$ cat src/rtl/ptp_pkg.sv
// Constants and types of the programmable timing pulse output block.
// Assumes a single 20 MHz clock taken from the disciplined system oscillator.
package ptp_pkg;

    // ****************************************************************
    // Clock and timing
    // ****************************************************************
    localparam int unsigned CLK_HZ = 20000000;
    localparam int unsigned CLK_PERIOD_NS = 50;
    localparam int unsigned PW_DEFAULT_US = 1000;
    localparam int unsigned PW_DEFAULT_CYC = (PW_DEFAULT_US * 1000) / CLK_PERIOD_NS;
    localparam int unsigned RATE_MAX_PPS = 10000000;
    localparam int unsigned RATE_MIN_PPS = 1;
    // Manufacturing choice of the fixed-rate output
    localparam int unsigned FIXED_RATE_PPS = 10000000;

    localparam int CNT_W = 25;
    localparam int ACC_W = 26;
    localparam int RATE_W = 24;
    localparam int SEL_W = 3;

    localparam logic [CNT_W-1:0] SEC_CYC = CNT_W'(CLK_HZ);

    // ****************************************************************
    // Register map, byte offsets
    // ****************************************************************
    localparam logic [4:0] REG_CTRL_OFS = 5'h00;
    localparam logic [4:0] REG_RATE_OFS = 5'h04;
    localparam logic [4:0] REG_SYNTHESIZED_RATE_SEL_OFS = 5'h08;
    localparam logic [4:0] REG_PW_OFS = 5'h0C;
    localparam logic [4:0] REG_STATUS_OFS = 5'h10;
    localparam logic [4:0] REG_MASK_OFS = 5'h14;

    // ****************************************************************
    // Field positions and reset values
    // ****************************************************************
    localparam int CTRL_SEL_LSB = 0;
    localparam int STAT_EV_SEC_BIT = 0;
    localparam int STAT_EV_CFG_BIT = 1;
    localparam int STAT_EV_ALM_BIT = 2;
    localparam int STAT_ALARM_BIT = 3;
    localparam int STAT_MODE_LSB = 4;
    localparam int EV_W = 3;

    localparam logic [SEL_W-1:0] SEL_RATE = 3'h0;
    localparam logic [SEL_W-1:0] SEL_PPM = 3'h1;
    localparam logic [SEL_W-1:0] SEL_EVEN = 3'h2;
    localparam logic [SEL_W-1:0] SEL_RISE = 3'h3;
    localparam logic [SEL_W-1:0] SEL_FALL = 3'h4;
    localparam logic [SEL_W-1:0] SEL_SYNTHESIZED_RATE_SEL = 3'h5;

    localparam logic [SEL_W-1:0] CTRL_RST = SEL_RISE;
    localparam logic [RATE_W-1:0] RATE_RST = 24'h000001;
    localparam logic [RATE_W-1:0] SYNTHESIZED_RATE_SEL_RST = 24'h000001;
    localparam logic [CNT_W-1:0] PW_RST = CNT_W'(PW_DEFAULT_CYC);
    localparam logic [EV_W-1:0] MASK_RST = 3'h0;

    // ****************************************************************
    // Output selections, one-hot
    // ****************************************************************
    typedef enum logic [5:0] {
        PTP_MODE_RATE  = 6'h01,
        PTP_MODE_PPM   = 6'h02,
        PTP_MODE_EVEN  = 6'h04,
        PTP_MODE_RISE  = 6'h08,
        PTP_MODE_FALL  = 6'h10,
        PTP_MODE_SYNTHESIZED_RATE_SEL = 6'h20
    } ptp_mode_e;

endpackage

$ cat src/rtl/ptp_rate_gen.sv
// Phase accumulator that turns a pulses-per-second figure into a square wave.
// Assumes the clock is the disciplined oscillator at CLK_HZ; rate up to CLK_HZ/2.
`timescale 1ns/10ps
module ptp_rate_gen
    import ptp_pkg::*;
(
    input wire logic clk_i,
    input wire logic rst_n_i,
    input wire logic clr_i,
    input wire logic [RATE_W-1:0] rate_i,
    output logic wave_o
);

    // ****************************************************************
    // Accumulator
    // ****************************************************************
    logic [ACC_W-1:0] acc_r;
    logic [ACC_W-1:0] sum;
    logic wrap;

    // Two half periods per pulse; whole seconds sum exactly to CLK_HZ, so no drift
    assign sum = acc_r + ACC_W'({rate_i, 1'b0});
    assign wrap = (sum >= ACC_W'(CLK_HZ));

    always_ff @(posedge clk_i) begin
        if (!rst_n_i) begin
            acc_r <= '0;
            wave_o <= 1'b0;
        end else if (clr_i) begin
            acc_r <= '0;
            wave_o <= 1'b1;
        end else if (wrap) begin
            acc_r <= sum - ACC_W'(CLK_HZ);
            wave_o <= ~wave_o;
        end else begin
            acc_r <= sum;
        end
    end

endmodule // ptp_rate_gen

$ cat src/rtl/ptp_timing_out.sv
// Programmable timing pulse output: selectable pulse trains, synthesizer,
// fixed-rate output, differential second pulse and alarm, behind Avalon-MM.
// Assumes SEC_TICK_I, MIN_TICK_I and SEC_EVEN_I come from system time on CLK_I.
`timescale 1ns/10ps

module ptp_timing_out
    import ptp_pkg::*;
(
    input wire logic CLK_I,
    input wire logic RST_N_I,
    input wire logic [4:0] AVS_ADDRESS_I,
    input wire logic AVS_READ_I,
    input wire logic AVS_WRITE_I,
    input wire logic [31:0] AVS_WRITEDATA_I,
    input wire logic [3:0] AVS_BYTEENABLE_I,
    output logic [31:0] AVS_READDATA_O,
    output logic AVS_WAITREQUEST_O,
    output logic IRQ_O,
    input wire logic SEC_TICK_I,
    input wire logic MIN_TICK_I,
    input wire logic SEC_EVEN_I,
    input wire logic LOCK_LOST_I,
    input wire logic HW_FAULT_I,
    output logic PROG_O,
    output logic FIXED_O,
    output logic DIFF_P_O,
    output logic DIFF_N_O,
    input wire logic ALARM_I,
    output logic ALARM_O,
    output logic ALARM_OE_N_O
);

    // ****************************************************************
    // Declarations
    // ****************************************************************
    logic ack_r;
    logic rd_acc;
    logic wr_acc;
    logic [31:0] wmask;
    logic [31:0] rdata_r;
    logic [31:0] rdata_nxt;
    logic [31:0] wr_ctrl;
    logic [31:0] wr_rate;
    logic [31:0] wr_synthesized_rate_sel;
    logic [31:0] wr_pw;
    logic [SEL_W-1:0] sel_r;
    logic [RATE_W-1:0] rate_r;
    logic [RATE_W-1:0] synthesized_rate_sel_r;
    logic [CNT_W-1:0] pw_r;
    logic [EV_W-1:0] mask_r;
    logic [EV_W-1:0] ev_r;
    logic [EV_W-1:0] ev_set;
    logic [EV_W-1:0] ev_clr;
    logic cfg_dirty_r;
    logic [SEL_W-1:0] act_sel_r;
    logic [RATE_W-1:0] act_rate_r;
    logic [RATE_W-1:0] act_synthesized_rate_sel_r;
    logic [CNT_W-1:0] act_pw_r;
    logic [SEL_W-1:0] sel_now;
    logic [RATE_W-1:0] rate_now;
    logic [RATE_W-1:0] synthesized_rate_sel_now;
    logic [CNT_W-1:0] pw_now;
    ptp_mode_e mode_now;
    logic [CNT_W-1:0] sec_cnt_r;
    logic [CNT_W-1:0] sec_cnt_nxt;
    logic seen_r;
    logic min_r;
    logic even_r;
    logic rise_win;
    logic fall_win;
    logic wave_aligned;
    logic wave_synthesized_rate_sel;
    logic prog_nxt;
    logic [1:0] lock_sync_r;
    logic [1:0] fault_sync_r;
    logic [1:0] pin_sync_r;
    logic alarm_r;

    // ****************************************************************
    // Avalon-MM slave, one wait state per access
    // ****************************************************************
    // Fixed latency keeps read data registered and the decode off the bus path
    assign AVS_WAITREQUEST_O = (AVS_READ_I | AVS_WRITE_I) & ~ack_r;
    assign rd_acc = AVS_READ_I & ack_r;
    assign wr_acc = AVS_WRITE_I & ack_r;
    assign AVS_READDATA_O = rdata_r;
    assign wmask = {{8{AVS_BYTEENABLE_I[3]}}, {8{AVS_BYTEENABLE_I[2]}},
                    {8{AVS_BYTEENABLE_I[1]}}, {8{AVS_BYTEENABLE_I[0]}}};
    assign wr_ctrl = (AVS_WRITEDATA_I & wmask) | (32'(sel_r) & ~wmask);
    assign wr_rate = (AVS_WRITEDATA_I & wmask) | (32'(rate_r) & ~wmask);
    assign wr_synthesized_rate_sel = (AVS_WRITEDATA_I & wmask) | (32'(synthesized_rate_sel_r) & ~wmask);
    assign wr_pw = (AVS_WRITEDATA_I & wmask) | (32'(pw_r) & ~wmask);

    always_ff @(posedge CLK_I) begin
        if (!RST_N_I) begin
            ack_r <= 1'b0;
        end else begin
            ack_r <= (AVS_READ_I | AVS_WRITE_I) & ~ack_r;
        end
    end

    always_comb begin
        rdata_nxt = 32'h00000000;
        if (AVS_ADDRESS_I == REG_CTRL_OFS) begin
            rdata_nxt = 32'(sel_r);
        end else if (AVS_ADDRESS_I == REG_RATE_OFS) begin
            rdata_nxt = 32'(rate_r);
        end else if (AVS_ADDRESS_I == REG_SYNTHESIZED_RATE_SEL_OFS) begin
            rdata_nxt = 32'(synthesized_rate_sel_r);
        end else if (AVS_ADDRESS_I == REG_PW_OFS) begin
            rdata_nxt = 32'(pw_r);
        end else if (AVS_ADDRESS_I == REG_STATUS_OFS) begin
            rdata_nxt[EV_W-1:0] = ev_r;
            rdata_nxt[STAT_ALARM_BIT] = pin_sync_r[1];
            rdata_nxt[STAT_MODE_LSB +: SEL_W] = act_sel_r;
        end else if (AVS_ADDRESS_I == REG_MASK_OFS) begin
            rdata_nxt = 32'(mask_r);
        end
    end

    // Data captured in the wait cycle and held through the accepting edge
    always_ff @(posedge CLK_I) begin
        if (!RST_N_I) begin
            rdata_r <= 32'h00000000;
        end else if (AVS_READ_I & ~ack_r) begin
            rdata_r <= rdata_nxt;
        end
    end

    // ****************************************************************
    // Configuration storage written by software
    // ****************************************************************
    always_ff @(posedge CLK_I) begin
        if (!RST_N_I) begin
            sel_r <= CTRL_RST;
            rate_r <= RATE_RST;
            synthesized_rate_sel_r <= SYNTHESIZED_RATE_SEL_RST;
            pw_r <= PW_RST;
            mask_r <= MASK_RST;
        end else if (wr_acc) begin
            if (AVS_ADDRESS_I == REG_CTRL_OFS) begin
                // Codes without a selection are ignored
                if (wr_ctrl[CTRL_SEL_LSB +: SEL_W] <= SEL_SYNTHESIZED_RATE_SEL) begin
                    sel_r <= wr_ctrl[CTRL_SEL_LSB +: SEL_W];
                end
            end else if (AVS_ADDRESS_I == REG_RATE_OFS) begin
                if (wr_rate >= RATE_MIN_PPS && wr_rate <= RATE_MAX_PPS) begin
                    rate_r <= wr_rate[RATE_W-1:0];
                end
            end else if (AVS_ADDRESS_I == REG_SYNTHESIZED_RATE_SEL_OFS) begin
                if (wr_synthesized_rate_sel >= RATE_MIN_PPS && wr_synthesized_rate_sel <= RATE_MAX_PPS) begin
                    synthesized_rate_sel_r <= wr_synthesized_rate_sel[RATE_W-1:0];
                end
            end else if (AVS_ADDRESS_I == REG_PW_OFS) begin
                if (wr_pw != 32'h00000000 && wr_pw < CLK_HZ) begin
                    pw_r <= wr_pw[CNT_W-1:0];
                end
            end else if (AVS_ADDRESS_I == REG_MASK_OFS) begin
                mask_r <= (AVS_WRITEDATA_I[EV_W-1:0] & wmask[EV_W-1:0])
                          | (mask_r & ~wmask[EV_W-1:0]);
            end
        end
    end

    // ****************************************************************
    // Second-boundary hand-over of the active configuration
    // ****************************************************************
    // Swapping only on the boundary, where every aligned train restarts, avoids runts
    assign sel_now = SEC_TICK_I ? sel_r : act_sel_r;
    assign rate_now = SEC_TICK_I ? rate_r : act_rate_r;
    assign synthesized_rate_sel_now = SEC_TICK_I ? synthesized_rate_sel_r : act_synthesized_rate_sel_r;
    assign pw_now = SEC_TICK_I ? pw_r : act_pw_r;

    always_ff @(posedge CLK_I) begin
        if (!RST_N_I) begin
            act_sel_r <= CTRL_RST;
            act_rate_r <= RATE_RST;
            act_synthesized_rate_sel_r <= SYNTHESIZED_RATE_SEL_RST;
            act_pw_r <= PW_RST;
        end else if (SEC_TICK_I) begin
            act_sel_r <= sel_r;
            act_rate_r <= rate_r;
            act_synthesized_rate_sel_r <= synthesized_rate_sel_r;
            act_pw_r <= pw_r;
        end
    end

    always_ff @(posedge CLK_I) begin
        if (!RST_N_I) begin
            cfg_dirty_r <= 1'b0;
        end else if (wr_acc && AVS_ADDRESS_I <= REG_PW_OFS) begin
            cfg_dirty_r <= 1'b1;
        end else if (SEC_TICK_I) begin
            cfg_dirty_r <= 1'b0;
        end
    end

    always_comb begin
        case (sel_now)
            SEL_RATE: mode_now = PTP_MODE_RATE;
            SEL_PPM: mode_now = PTP_MODE_PPM;
            SEL_EVEN: mode_now = PTP_MODE_EVEN;
            SEL_FALL: mode_now = PTP_MODE_FALL;
            SEL_SYNTHESIZED_RATE_SEL: mode_now = PTP_MODE_SYNTHESIZED_RATE_SEL;
            default: mode_now = PTP_MODE_RISE;
        endcase
    end

    // ****************************************************************
    // Position within the second
    // ****************************************************************
    // Saturates so a missing boundary cannot fake a pulse
    always_comb begin
        if (SEC_TICK_I) begin
            sec_cnt_nxt = '0;
        end else if (sec_cnt_r < SEC_CYC) begin
            sec_cnt_nxt = sec_cnt_r + CNT_W'(1);
        end else begin
            sec_cnt_nxt = sec_cnt_r;
        end
    end

    always_ff @(posedge CLK_I) begin
        if (!RST_N_I) begin
            sec_cnt_r <= SEC_CYC;
            seen_r <= 1'b0;
            min_r <= 1'b0;
            even_r <= 1'b0;
        end else begin
            sec_cnt_r <= sec_cnt_nxt;
            if (SEC_TICK_I) begin
                seen_r <= 1'b1;
                min_r <= MIN_TICK_I;
                even_r <= SEC_EVEN_I;
            end
        end
    end

    assign rise_win = (SEC_TICK_I | seen_r) && (sec_cnt_nxt < pw_now);
    assign fall_win = seen_r && !SEC_TICK_I && (sec_cnt_nxt >= SEC_CYC - pw_now)
                      && (sec_cnt_nxt < SEC_CYC);

    // ****************************************************************
    // Rate generators
    // ****************************************************************
    ptp_rate_gen u_aligned (
        .clk_i(CLK_I),
        .rst_n_i(RST_N_I),
        .clr_i(SEC_TICK_I),
        .rate_i(rate_now),
        .wave_o(wave_aligned)
    );

    // Runs from the disciplined clock only; never restarted by the second
    ptp_rate_gen u_synthesized_rate_sel (
        .clk_i(CLK_I),
        .rst_n_i(RST_N_I),
        .clr_i(1'b0),
        .rate_i(synthesized_rate_sel_now),
        .wave_o(wave_synthesized_rate_sel)
    );

    ptp_rate_gen u_fixed (
        .clk_i(CLK_I),
        .rst_n_i(RST_N_I),
        .clr_i(SEC_TICK_I),
        .rate_i(RATE_W'(FIXED_RATE_PPS)),
        .wave_o(FIXED_O)
    );

    // ****************************************************************
    // Programmable and differential outputs
    // ****************************************************************
    always_comb begin
        case (mode_now)
            PTP_MODE_RATE: prog_nxt = wave_aligned;
            PTP_MODE_PPM: prog_nxt = rise_win & (SEC_TICK_I ? MIN_TICK_I : min_r);
            PTP_MODE_EVEN: prog_nxt = rise_win & (SEC_TICK_I ? SEC_EVEN_I : even_r);
            PTP_MODE_RISE: prog_nxt = rise_win;
            PTP_MODE_FALL: prog_nxt = fall_win;
            PTP_MODE_SYNTHESIZED_RATE_SEL: prog_nxt = wave_synthesized_rate_sel;
            default: prog_nxt = 1'b0;
        endcase
    end

    always_ff @(posedge CLK_I) begin
        if (!RST_N_I) begin
            PROG_O <= 1'b0;
            DIFF_P_O <= 1'b0;
            DIFF_N_O <= 1'b1;
        end else begin
            PROG_O <= prog_nxt;
            DIFF_P_O <= rise_win;
            DIFF_N_O <= ~rise_win;
        end
    end

    // ****************************************************************
    // Alarm
    // ****************************************************************
    always_ff @(posedge CLK_I) begin
        if (!RST_N_I) begin
            lock_sync_r <= 2'h0;
            fault_sync_r <= 2'h0;
            pin_sync_r <= 2'h0;
            alarm_r <= 1'b0;
        end else begin
            lock_sync_r <= {lock_sync_r[0], LOCK_LOST_I};
            fault_sync_r <= {fault_sync_r[0], HW_FAULT_I};
            pin_sync_r <= {pin_sync_r[0], ALARM_I};
            alarm_r <= lock_sync_r[1] | fault_sync_r[1];
        end
    end

    // Open collector: pull low while alarmed, release otherwise
    assign ALARM_O = 1'b0;
    assign ALARM_OE_N_O = ~alarm_r;

    // ****************************************************************
    // Events and interrupt
    // ****************************************************************
    assign ev_set[STAT_EV_SEC_BIT] = SEC_TICK_I;
    assign ev_set[STAT_EV_CFG_BIT] = SEC_TICK_I & cfg_dirty_r;
    assign ev_set[STAT_EV_ALM_BIT] = (lock_sync_r[1] | fault_sync_r[1]) & ~alarm_r;
    // Only bits the reader actually saw are cleared
    assign ev_clr = (rd_acc && AVS_ADDRESS_I == REG_STATUS_OFS) ? rdata_r[EV_W-1:0] : '0;

    always_ff @(posedge CLK_I) begin
        if (!RST_N_I) begin
            ev_r <= '0;
        end else begin
            ev_r <= (ev_r & ~ev_clr) | ev_set;
        end
    end

    assign IRQ_O = |(ev_r & mask_r);

endmodule // ptp_timing_out

$ cat config.mk
export PLATFORM = sky130hd
export DESIGN_NAME = ptp_timing_out
export DESIGN_NICKNAME = d
export VERILOG_FILES = /design/src/rtl/ptp_pkg.sv /design/src/rtl/ptp_rate_gen.sv /design/src/rtl/ptp_timing_out.sv
export SDC_FILE = /design/constraint.sdc
export NUM_CORES = 1
export LEC_CHECK = 0
export BUFFER_PORTS_ARGS = -buffer_cell sky130_fd_sc_hd__buf_4
export CORE_ASPECT_RATIO = 1.75
export CORE_MARGIN = 4
export CORE_UTILIZATION = 43
export CTS_CLUSTER_DIAMETER = 120
export DETAILED_ROUTE_END_ITERATION = 8
export PLACE_DENSITY_LB_ADDON = 0.08
export SETUP_SLACK_MARGIN = 0.5
export SYNTH_ARGS = -nofsm -noshare
export SYNTH_HDL_FRONTEND = slang
export SYNTH_HIERARCHICAL = 1
export SYNTH_SLANG_ARGS = --single-unit
$ cat constraint.sdc
create_clock -name CLK_I -period 20.6 [get_ports CLK_I]
set_input_delay 4.12 -clock CLK_I [delete_from_list [all_inputs] [get_ports CLK_I]]
set_output_delay 4.12 -clock CLK_I [all_outputs]
set_load 0.005 [all_outputs]
== After elaboration in Yosys (flattened, before gate mapping) ==
Index checks and enable logic that the tools add are counted.
Operators by class
  reduce and logical (&&, ||, !) cells: 23
  equal/unequal tests: 15
  magnitude comparators: 14
  $add $sub $neg: 8
  bitwise gates (word level): 40
  muxes and demuxes: 27
Operators by type and width (number)
  two-way mux 32 bit: 4
  two-way mux 25 bit: 4
  bitwise OR 32 bit: 3
  >= comparator 26 x 25 -> 1 bit (second input constant): 3
  two-way mux 26 bit: 3
  subtractor 26 x 25 -> 26 bit (second input constant): 3
  bitwise AND 24 x 32 -> 32 bit: 2
  >= comparator 32 x 1 -> 1 bit (second input constant): 2
  <= comparator 32 x 24 -> 1 bit (second input constant): 2
  adder 26 x 25 -> 26 bit: 2
  less-than comparator 25 bit (second input constant): 2
  two-way mux 24 bit: 2
  bitwise AND 25 x 32 -> 32 bit: 1
  bitwise AND 32 bit: 1
  less-than comparator 32 x 25 -> 1 bit (second input constant): 1
  NOT 32 bit: 1
  nonzero test 32 bit: 1
  one-hot mux 6 bit (5 select lines): 1
  adder 26 x 25 -> 26 bit (second input constant): 1
  adder 25 x 1 -> 25 bit (second input constant): 1
  >= comparator 25 bit: 1
  less-than comparator 25 bit: 1
  subtractor 25 bit (first input constant): 1
  bitwise AND 3 bit: 5
  other kinds (34): 79
Word-level totals
  logic and storage cells: 157
  output and inout bits: 40
  flip-flop bits (word level): 311
  input port bits: 51

== Longest topological paths before layout ==
Gate-level depths: netlist of the first run.
  depth after elaboration: 7
  depth in mapped cells: 25
  gate-level depth less buffers: 19

== Modules after synthesis ==
The synthesis of the first run kept the hierarchy.
By module, submodules not included
  ptp_timing_out: cells each 1411, area each 12037.8 um2, sequential area each 4464.3 um2, instances 1
  ptp_rate_gen (u_aligned ...): cells each 363, area each 2785.2 um2, sequential area each 520.5 um2, instances 2
  ptp_rate_gen (u_synthesized_rate_sel): cells each 373, area each 2917.8 um2, sequential area each 520.5 um2, instances 1

== Worst setup path before layout of the first run ==
OpenSTA, ideal clock, no wires.
  path type: input to register
  start point: in SEC_TICK_I
  end point: reg PROG_O
  data required time: 20540 ps
  path buffers: 6
  arrival: 9688 ps
  setup time: 60 ps
  setup slack: 10852 ps
  stages on the path: 24
  path through: buf_1 -> clkbuf_1 -> buf_2 -> buf_2 -> clkbuf_1 -> buf_1 -> mux2i_1 -> ha_1 -> nand4b_1 -> a31oi_1 -> a21oi_1 -> o21ba_2 -> o21bai_1 -> nand2b_1 -> a21oi_1 -> xor2_1 -> ha_1 -> nand4_1 -> or2_2 -> or3_1 -> or3b_2 -> a211o_1 -> a211oi_1 -> a311o_1
Between the ends
  word-level cells in the longest chain between the ends: 6
  elaborated cells between the ends (all ways): 30
  those cells by class: add/sub: 1; order compare: 3; eq/ne: 10; mux: 7; bitwise: 3; reduce/logical: 6
RTL lines
  start: declaration: line ptp_timing_out.sv:19  | input wire logic SEC_TICK_I,
  two-way mux 25 bit
  subtractor 25 bit: line ptp_timing_out.sv:240  | assign fall_win = seen_r && !SEC_TICK_I && (sec_cnt_nxt >= SEC_CYC - pw_now)
  >= comparator 25 bit: line ptp_timing_out.sv:240
  logical AND 1 bit: line ptp_timing_out.sv:240
  logical AND 1 bit: line ptp_timing_out.sv:241  | && (sec_cnt_nxt < SEC_CYC);
  one-hot mux 1 bit (6 select lines) (*): line ptp_timing_out.sv:275  | case (mode_now)
  end signal: assignment: line ptp_timing_out.sv:292  | PROG_O <= prog_nxt;
  end: declaration: line ptp_timing_out.sv:24  | output logic PROG_O,
Every way passes the cells marked *; elsewhere a longest branch is shown, timed or not.
A chain may end at the register's enable or synchronous reset.

== Worst setup path in the final report of the first run ==
Ends and elaborated chain as after synthesis.

==> results of run 1 <==
[registers in the layout (all words and copies together), names as in the netlist, 24 cells and up, named ones only]
register	count
pw_r	25
u_fixed/acc_r	25
act_pw_r	25
sec_cnt_r	25
u_synthesized_rate_sel/acc_r	25
u_aligned/acc_r	25
rate_r	24
synthesized_rate_sel_r	24
act_synthesized_rate_sel_r	24
AVS_READDATA_O	25
act_rate_r	24
[through the flow]
step	total power, W	utilization (%)	area, um^2
2_1_floorplan	0.000950	-	20700
5_1_grt	0.00173	48.0	22600
4_1_cts	0.00166	48.0	22600
3_5_place_dp	0.00107	45.8	21500
6_report	0.00164	48.0	22600
3_3_place_gp	0.00106	45.8	21500
[layout make-up]
type | instances | area, um^2
fillers | 4735 | 24500
multi-input cells | 2055 | 13800
clock inverters | 21 | 206
inverters | 51 | 194
repair buffers | 97 | 732
clock buffers | 36 | 825
well taps | 588 | 736
flip-flops and latches | 301 | 6030
diodes | 2 | 5.00
[where the power goes]
group / internal, W / switching [W]
logic: 0.000166 / 0.000279
clock network: 0.000325 / 0.000256
registers: 0.000603 / 0.0000154
[placed cells by master, fill, tap and decap left out, drive strengths merged, types with 18 or more instances in the layout]
| master | synthesis | final |
|---|---|---|
| dfxtp | 301 | 301 |
| nor2 | 254 | 254 |
| nand2 | 229 | 229 |
| a21oi | 197 | 197 |
| o21ai | 126 | 126 |
| ha | 122 | 122 |
| mux2i | 106 | 106 |
| buf | 41 | 97 |
| and2 | 84 | 84 |
| mux2 | 78 | 78 |
| nand3 | 73 | 73 |
| nor3 | 73 | 73 |
| xnor2 | 55 | 55 |
| inv | 50 | 52 |
| xor2 | 44 | 44 |
| o211ai | 39 | 39 |
| a21o | 38 | 38 |
| conb | 2 | 36 |
| nand4 | 36 | 36 |
| clkbuf | 96 | 36 |
| a211oi | 33 | 33 |
| nor4 | 30 | 30 |
| nand2b | 29 | 29 |
| o31ai | 26 | 26 |
| or4 | 26 | 26 |
| or3 | 22 | 22 |
| and4 | 19 | 19 |
| and3 | 18 | 18 |
| a211o | 18 | 18 |
[cells by family after synthesis]
logic type	synth area share [%]
AOI/OAI and AO/OA	21.4
xor gates and xnor gates	4.22
adders and majority gates	7.78
buffers and inverters	3.91
DFF	29.4
muxes	9.45
other	0.0366
and+or+nand+nor	23.9
[worst max-delay path: cells and delay by family]
family                   cells  cell delay, ns
AO/OA/AOI/OAI                8            1.90
XOR/XNOR                     1            0.17
adder cells (fa/ha/maj)      1            0.32
buffers and inverters        3            1.12
multiplexers                 1            0.45
AND/OR/NAND/NOR              5            1.42
[layer usage]
layer  up-vias  share of wire [%]  GRT usage (%)
met3       168                3.2           2.53
met1      9063                 37           25.6
met2       426                 54           48.1
met5         -              0.027              0
li1       9228                  -              -
met4         2                5.6           12.5
[how the worst max path moves through the flow]
| stage | end | slack [ns] | cells after the start |
|---|---|---|---|
| after global placement | PROG_O | 10.97 | 19 |
| after detailed placement | PROG_O | 10.91 | 20 |
| after floorplan | PROG_O | 10.85 | 24 |
| final | PROG_O | 11.59 | 19 |
| after global routing | PROG_O | 11.13 | 20 |
| after CTS | PROG_O | 11.52 | 20 |
==> flow_metrics.tcl, run 1 <==
set metrics [dict create \
    p_leak_nw 9.38 \
    core_area_um2 47000 \
    ir_drop_uv 52.5 \
    fp-row-count 105 \
    min_path_cells 1 \
    rrSetupSlack_ns 15.27 \
    fp.dieW_um 173 \
    critPathLaunch "SEC_TICK_I" \
    dieArea_um2 51400 \
    cp_max_fo 61 \
    yosys-top-cells-count "dfxtp_1 (301), nor2_1 (252), nand2_1 (229), a21oi_1 (195), ha_1 (122)" \
    hp-class "register to register" \
    cts_buffers 31 \
    hold_ws_ns 0.432 \
    tightest_slew_ns 1.22 \
    report.final.hold_viol_count 0 \
    ys_seq_elements 301 \
    num_io_pins 91 \
    cap_violations 0 \
    rr_startpoint "rate_r[0]" \
    cts_setup_buffers 0 \
    synth_area_per_cell_um2 8.18 \
    die_y_um 297 \
    post_drt_wl_per_cell_um 20.8 \
    fin_tns_setup_ns 0 \
    drt_iter0_drc 1058 \
    crit_path_end_kind "register" \
    p_per_area_nw_per_um2 72.9 \
    syn-cell-area_um2 20500 \
    place_ws_ns 10.91 \
    synth_largest_area_cell "dfxtp_1" \
    grt_pass1_vias 18700 \
    synth_top_cell_area_share_pct 29.4 \
    area_growth_pct 9.94 \
    clkSlewWorstSetupHoldPaths_ns 0.07 \
    async_flop_share_pct 0 \
    grt_max_degree 69 \
    synthFlopType "dfxtp_1" \
    drtPass1Iterations 5 \
    viasPerCell 5.99 \
    cts_sinks 301 \
    setup_viol 0 \
    fin_crit_ns 9.01 \
    finalNonFillerCells 3151 \
    cts-resized-gates 0 \
    rsz0062_at_grt "false" \
    cpPeakStageDelay_ns 0.64 \
    nets 2713 \
    overflow 0 \
    routed-via-count 18900 \
    path_cells "buf_6, buf_4, mux2i_1, inv_1, o31ai_1, a211oi_1, o21bai_1, a31oi_1, nor2_1, o31ai_1, xor2_1, ha_1, nand4_1, or2_2, or3_1, or3b_2, a211o_1, a211oi_1, a311o_1" \
    yosysWarningCount 6 \
    holdBufCountCts 0 \
    dp_hpwl_mm 51.3 \
    synth_edf_count 0 \
    synthCells 2510 \
    final_max_slew_viol_count 0 \
    rr_worst_depth 14 \
    fin_ws_ns 11.59 \
    cts_tree "built" \
    cp.arrival_ns 9.55 \
    clkLatencyLatePin_ns 0.60 \
    cp.required_ns 21.14 \
    synth.yosys.seq_area_share_pct 29.4 \
    status "completed" \
    drc_errors 0 \
    root_buffer "clkbuf_16" \
    dp.cells 3092 \
    slew_headroom_pct 18.3 \
    yosysMostFrequentCell "dfxtp_1" \
    startpoint_type "input pin" \
    drt_wl_total_mm 65.7 \
    cts_htree_levels 1 \
    drive_gt1_share_pct 11.4 \
    fin_crit_sh_pct 43.7 \
    place.gp.congestion 0.943 \
    synth_cell_types 107 \
    worst_path_max_delay_cell "buf_4" \
    min-delay-start "pin_sync_r[0]" \
    initial_core_util_pct 43.6 \
    worstSetupPathType "input pin to register" \
    ant_nets 0 \
    rr_endpoint "u_aligned/acc_r[9]" \
    yosys-top-cells-area "dfxtp_1 (29%), ha_1 (7.4%), mux2i_1 (5.2%)" \
    port_buffers 82 \
    grt_pass1_wl_mm 103 \
    whs_endpoint "pin_sync_r[1]" \
    clock.fmax_mhz 111 \
    grt_use_total_pct 24.6 \
    antenna_found_initial 3 \
    cts_max_path_buffers 3 \
    clock_skew_ns 0.0266 \
]
(Power assumes the default switching activity.)
==> run 2, diff against run 1 <==
--- a/config.mk
+++ b/config.mk
@@ -5,6 +5,7 @@
 export SDC_FILE = /design/constraint.sdc
 export NUM_CORES = 1
 export LEC_CHECK = 0
+export ABC_AREA = 1
 export BUFFER_PORTS_ARGS = -buffer_cell sky130_fd_sc_hd__buf_4
 export CORE_ASPECT_RATIO = 1.75
 export CORE_MARGIN = 4
==> constraint.sdc (replaced) <==
create_clock -name CLK_I -period 7.7 [get_ports CLK_I]
set_input_delay 1.54 -clock CLK_I [delete_from_list [all_inputs] [get_ports CLK_I]]
set_output_delay 1.54 -clock CLK_I [all_outputs]
set_load 0.005 [all_outputs]
==> flow_metrics.tcl, run 2 <==
set metrics [dict create \
    report.final.hold_viol_count 0 \
    synth_largest_area_cell "dfxtp_1" \
    cap_violations 0 \
    final_common_cell "nand2_1" \
    overflow 0 \
    seq_area_um2 6030 \
    viasPerCell 5.15 \
    min-delay-start "lock_sync_r[0]" \
    crit_end "PROG_O" \
    slew_headroom_pct 23.0 \
    fp-row-count 111 \
    rsz0062_at_grt "false" \
    worst_path_max_delay_cell "buf_4" \
    status "completed" \
    final_core_util_pct 48.0 \
    grt_use_total_pct 26.1 \
    synth_top_cell_area_share_pct 26.5 \
    hold_ws_ns 0.412 \
    synth.yosys.seq_area_share_pct 26.5 \
    grt_max_degree 72 \
    drt_wl_total_mm 76.6 \
    clkLatencyLatePin_ns 0.54 \
    post_drt_wl_per_cell_um 16.9 \
    synth_edf_count 0 \
    p_leak_nw 12.7 \
    clock_skew_ns 0.0180 \
    dieArea_um2 56800 \
    yosysMostFrequentCell "nand2_1" \
    multiInputGateArea_um2 14200 \
    final_max_slew_viol_count 0 \
    drive_gt1_share_pct 9.35 \
    rr_worst_depth 27 \
    crit_path_end_kind "register" \
    n_fill_cell 5737 \
    drc_errors 0 \
    cts_setup_buffers 0 \
    port_buffers 82 \
    critPathLaunch "SEC_TICK_I" \
    fin_crit_sh_pct 77.0 \
    root_buffer "clkbuf_16" \
    yosysWarningCount 6 \
    core_area_um2 52400 \
    path_common_cell "nand2_1" \
    setup_viol 0 \
    drtPass1Iterations 7 \
    antenna_found_initial 3 \
    yosys-top-cells-count "nand2_1 (1,193), inv_1 (507), nor2_1 (358), dfxtp_1 (301), a21oi_1 (294)" \
    rr_endpoint "PROG_O" \
    startpoint_type "input pin" \
    place.gp.congestion 0.962 \
    initial_core_util_pct 43.4 \
    rrSetupSlack_ns 3.66 \
    worstSetupPathType "input pin to register" \
    cts_max_path_buffers 3 \
    finalNonFillerCells 4521 \
    hp-class "register to register" \
    ant_nets 0 \
    yosys-top-cells-area "dfxtp_1 (26%), nand2_1 (20%), inv_1 (8.4%)" \
    dp_hpwl_mm 61.6 \
    synth_cell_types 62 \
    fin_tns_setup_ns 0 \
    dp.cells 4458 \
    cp.arrival_ns 6.39 \
    routed-via-count 23300 \
    final_cell_mix "nand2_1 (1,193), inv_1 (507), nor2_1 (356)" \
    clkSlewWorstSetupHoldPaths_ns 0.06 \
    cpPeakStageDelay_ns 0.56 \
    ys_seq_elements 301 \
    synthFlopType "dfxtp_1" \
    rr_startpoint "pw_r[0]" \
    cts_tree "built" \
    die_y_um 312 \
    p_per_area_nw_per_um2 207 \
    cts-resized-gates 0 \
    fin_crit_ns 5.93 \
    cts_sinks 301 \
    nets 3992 \
    area_growth_pct 10.6 \
    synthCells 3760 \
    async_flop_share_pct 0 \
    synth_area_per_cell_um2 6.05 \
    fp.dieW_um 182 \
    ir_drop_uv 147 \
    holdBufCountCts 0 \
    num_io_pins 91 \
    cts_buffers 34 \
    grt_pass1_vias 22800 \
    clock.fmax_mhz 169 \
    syn-cell-area_um2 22700 \
    tightest_slew_ns 1.15 \
    drt_iter0_drc 1410 \
    cts_htree_levels 2 \
    cp_max_fo 67 \
    cp.required_ns 8.16 \
    grt_pass1_wl_mm 119 \
]
[run 2: cell count changes in the layout (fill, tap and decap cells not counted), sizes merged, moves of 42 or more]
cell,delta
and2,-78
inv,+491
o21ai,+45
nand2,+1037
mux2i,-104
nand3,+180
nor3,-42
a21oi,+109
mux2,-78
nor2,+162
[run 2: worst max-delay path: cells and delay by family]
kind | cells | cell delay [ns]
buf+inv | 3 | 1.18
simple gates | 21 | 2.80
compound gates | 2 | 0.21
fa+ha+maj | 2 | 0.56
xor+xnor | 1 | 0.07
[run 2: how the worst min path moves through the flow]
stage	endpoint	slack [ns]	cells past startpoint
global placement	lock_sync_r[1]	0.40	2
finish	lock_sync_r[1]	0.41	2
CTS	lock_sync_r[1]	0.41	2
floorplan	fault_sync_r[1]	0.39	2
global route	fault_sync_r[1]	0.45	2
detailed placement	lock_sync_r[1]	0.40	2
[run 2: power breakdown]
| group | total, W | switching (W) | internal [W] |
|---|---|---|---|
| clock | 0.00194 | 0.000728 | 0.00121 |
| combinational | 0.00159 | 0.00110 | 0.000496 |
| sequential | 0.00168 | 0.0000472 | 0.00163 |
| total | 0.00521 | 0.00187 | 0.00334 |
[run 2: cells by family after synthesis]
family,Yosys count,synth area share [%]
simple gates,2087,39.7
other cells,2,0.0330
buf+inv,650,11.7
xor+xnor,51,1.96
fa+ha+maj,125,6.97
compound gates,542,13.1
mux,2,0.0880
flops,301,26.5
[run 2: area by class of cell]
type | count | share of cell area, %
Antenna cell | 2 | 0.0199
Clock buffer | 47 | 4.11
Clock inverter | 14 | 1.14
Inverter | 544 | 8.13
Multi-Input combinational cell | 2842 | 56.5
Sequential cell | 301 | 24.0
Tap cell | 678 | 3.37
Timing Repair Buffer | 93 | 2.78
[run 2: per-layer routing]
layer	routed length [um]	track usage (%)	vias to the layer above
met5	13	0	-
met1	28000	26.9	10500
met4	5200	15.3	2
met2	40700	50.2	512
li1	-	-	12000
met3	2680	2.56	200
[run 2: per-stage QoR]
stage | total power [W] | setup slack (ns) | instance area (um^2)
2_1_floorplan | 0.00294 | 2.55 | 22900
3_3_place_gp | 0.00329 | 1.24 | 23800
3_5_place_dp | 0.00329 | 1.21 | 23800
4_1_cts | 0.00525 | 1.74 | 25200
5_1_grt | 0.00552 | 1.21 | 25200
6_report | 0.00521 | 1.77 | 25200
==> run 3, diff against run 2 <==
==> constraint.sdc (replaced) <==
create_clock -name CLK_I -period 5.7 [get_ports CLK_I]
set_input_delay 1.14 -clock CLK_I [delete_from_list [all_inputs] [get_ports CLK_I]]
set_output_delay 1.14 -clock CLK_I [all_outputs]
set_load 0.005 [all_outputs]
==> flow_metrics.tcl, run 3 (synthesis gave the netlist of run 2 again) <==
set metrics [dict create \
    startpoint_type "input pin" \
    final_max_slew_viol_count 0 \
    status "completed" \
    holdBufCountCts 0 \
    cpPeakStageDelay_ns 0.48 \
    drt_wl_total_mm 75.7 \
    drc_errors 0 \
    final_cell_mix "nand2_1 (1,193), inv_1 (507), nor2_1 (356)" \
    dpl-instance-area_um2 23900 \
    initial_core_util_pct 43.4 \
    clock.fmax_mhz 216 \
    drt_iter0_drc 1311 \
    hp-class "register to register" \
    cts_buffers 34 \
    core_area_um2 52400 \
    cp.required_ns 6.16 \
    path_common_cell "nand2_1" \
    p_leak_nw 12.6 \
    place.gp.congestion 0.969 \
    cts_sinks 301 \
    port_buffers 82 \
    root_buffer "clkbuf_16" \
    fp.dieW_um 182 \
    cts_tree "built" \
    die_y_um 312 \
    area_growth_pct 10.2 \
    viasPerCell 5.12 \
    crit_path_end_kind "register" \
    routed-via-count 23200 \
    worstSetupPathType "input pin to register" \
    antenna_found_initial 3 \
    cts_setup_buffers 0 \
    slew_headroom_pct 22.1 \
    drive_gt1_share_pct 9.61 \
    drtPass1Iterations 5 \
    overflow 0 \
    dp_hpwl_mm 61.4 \
    grt_pass1_wl_mm 118 \
    cts_max_path_buffers 3 \
    clkSlewWorstSetupHoldPaths_ns 0.07 \
    fin_crit_ns 4.64 \
    clock_skew_ns 0.0183 \
    post_drt_wl_per_cell_um 16.7 \
    final_cell_area_um2 25100 \
    fin_crit_sh_pct 81.4 \
    dieArea_um2 56800 \
    final_common_cell "nand2_1" \
    fp-row-count 111 \
    setup_viol 0 \
    cts_htree_levels 2 \
    tightest_slew_ns 1.17 \
    p_per_area_nw_per_um2 265 \
    grt_use_total_pct 25.7 \
    worst_path_max_delay_cell "nor4_1" \
    report.final.hold_viol_count 0 \
    cp_max_fo 24 \
    ir_drop_uv 173 \
    grt_max_degree 72 \
    grt_pass1_vias 22600 \
    rsz0062_at_grt "false" \
    cp.arrival_ns 5.10 \
    num_io_pins 91 \
    clkLatencyLatePin_ns 0.53 \
    nets 4001 \
    ant_nets 0 \
    cap_violations 0 \
    cts-resized-gates 0 \
    fin_tns_setup_ns 0 \
]
run 3: changes by cell type in the layout (fill, tap and decap cells not counted), sizes merged:
cell | previous run | this run
bufinv | 8 | 1
clkinvlp | 2 | 4
inv | 543 | 542
clkbuf | 47 | 42
buf | 93 | 102
clkinv | 5 | 17
run 3: cell type report:
type                            instances  area, um^2
Antenna cell                            2        5.00
Clock buffer                           42         975
Clock inverter                         20         158
Fill cell                            5761       27300
Inverter                              544        2040
Multi-Input combinational cell       2842       14200
Sequential cell                       301        6030
Tap cell                              678         848
Timing Repair Buffer                  102         791
run 3: worst paths after layout:
kind	startpoint	to	slack, ns	depth (start not counted)
setup / recovery	SEC_TICK_I	PROG_O	1.06	29
setup reg to reg	pw_r[0]	PROG_O	1.74	27
hold / removal	lock_sync_r[0]	lock_sync_r[1]	0.42	2
hold reg to reg	lock_sync_r[0]	lock_sync_r[1]	0.42	2
run 3: where the power goes:
group | switching, W | internal, W
registers | 0.0000639 | 0.00220
clock network | 0.000985 | 0.00128
logic | 0.00145 | 0.000674
run 3: stage by stage:
step | setup slack [ns] | cells | utilization (%) | hold WS [ns] | power [W]
5_1_grt | 0.564 | 4529 | 47.9 | 0.445 | 0.00709
3_3_place_gp | 0.616 | 4467 | 45.7 | 0.394 | 0.00442
3_5_place_dp | 0.505 | 4467 | 45.7 | 0.406 | 0.00442
4_1_cts | 1.05 | 4529 | 47.9 | 0.423 | 0.00671
6_report | 1.06 | 4531 | 47.9 | 0.416 | 0.00665
2_1_floorplan | 0.951 | 3793 | - | 0.390 | 0.00397
run 3: worst max-delay path, delay by kind of cell:
| family | cells | cell delay [ns] |
|---|---|---|
| AOI/OAI and AO/OA | 2 | 0.21 |
| adders and majority gates | 2 | 0.55 |
| and+or+nand+nor | 21 | 2.62 |
| buffers and inverters | 3 | 0.49 |
| xor gates and xnor gates | 1 | 0.07 |
run 3: layer usage:
metal / wire length, um / share of wire, % / track usage [%]
met2: 39900 / 53 / 49.8
met4: 4760 / 6.3 / 14.2
met5: 9 / 0.012 / 0
met1: 28500 / 38 / 26.5
met3: 2600 / 3.4 / 2.67
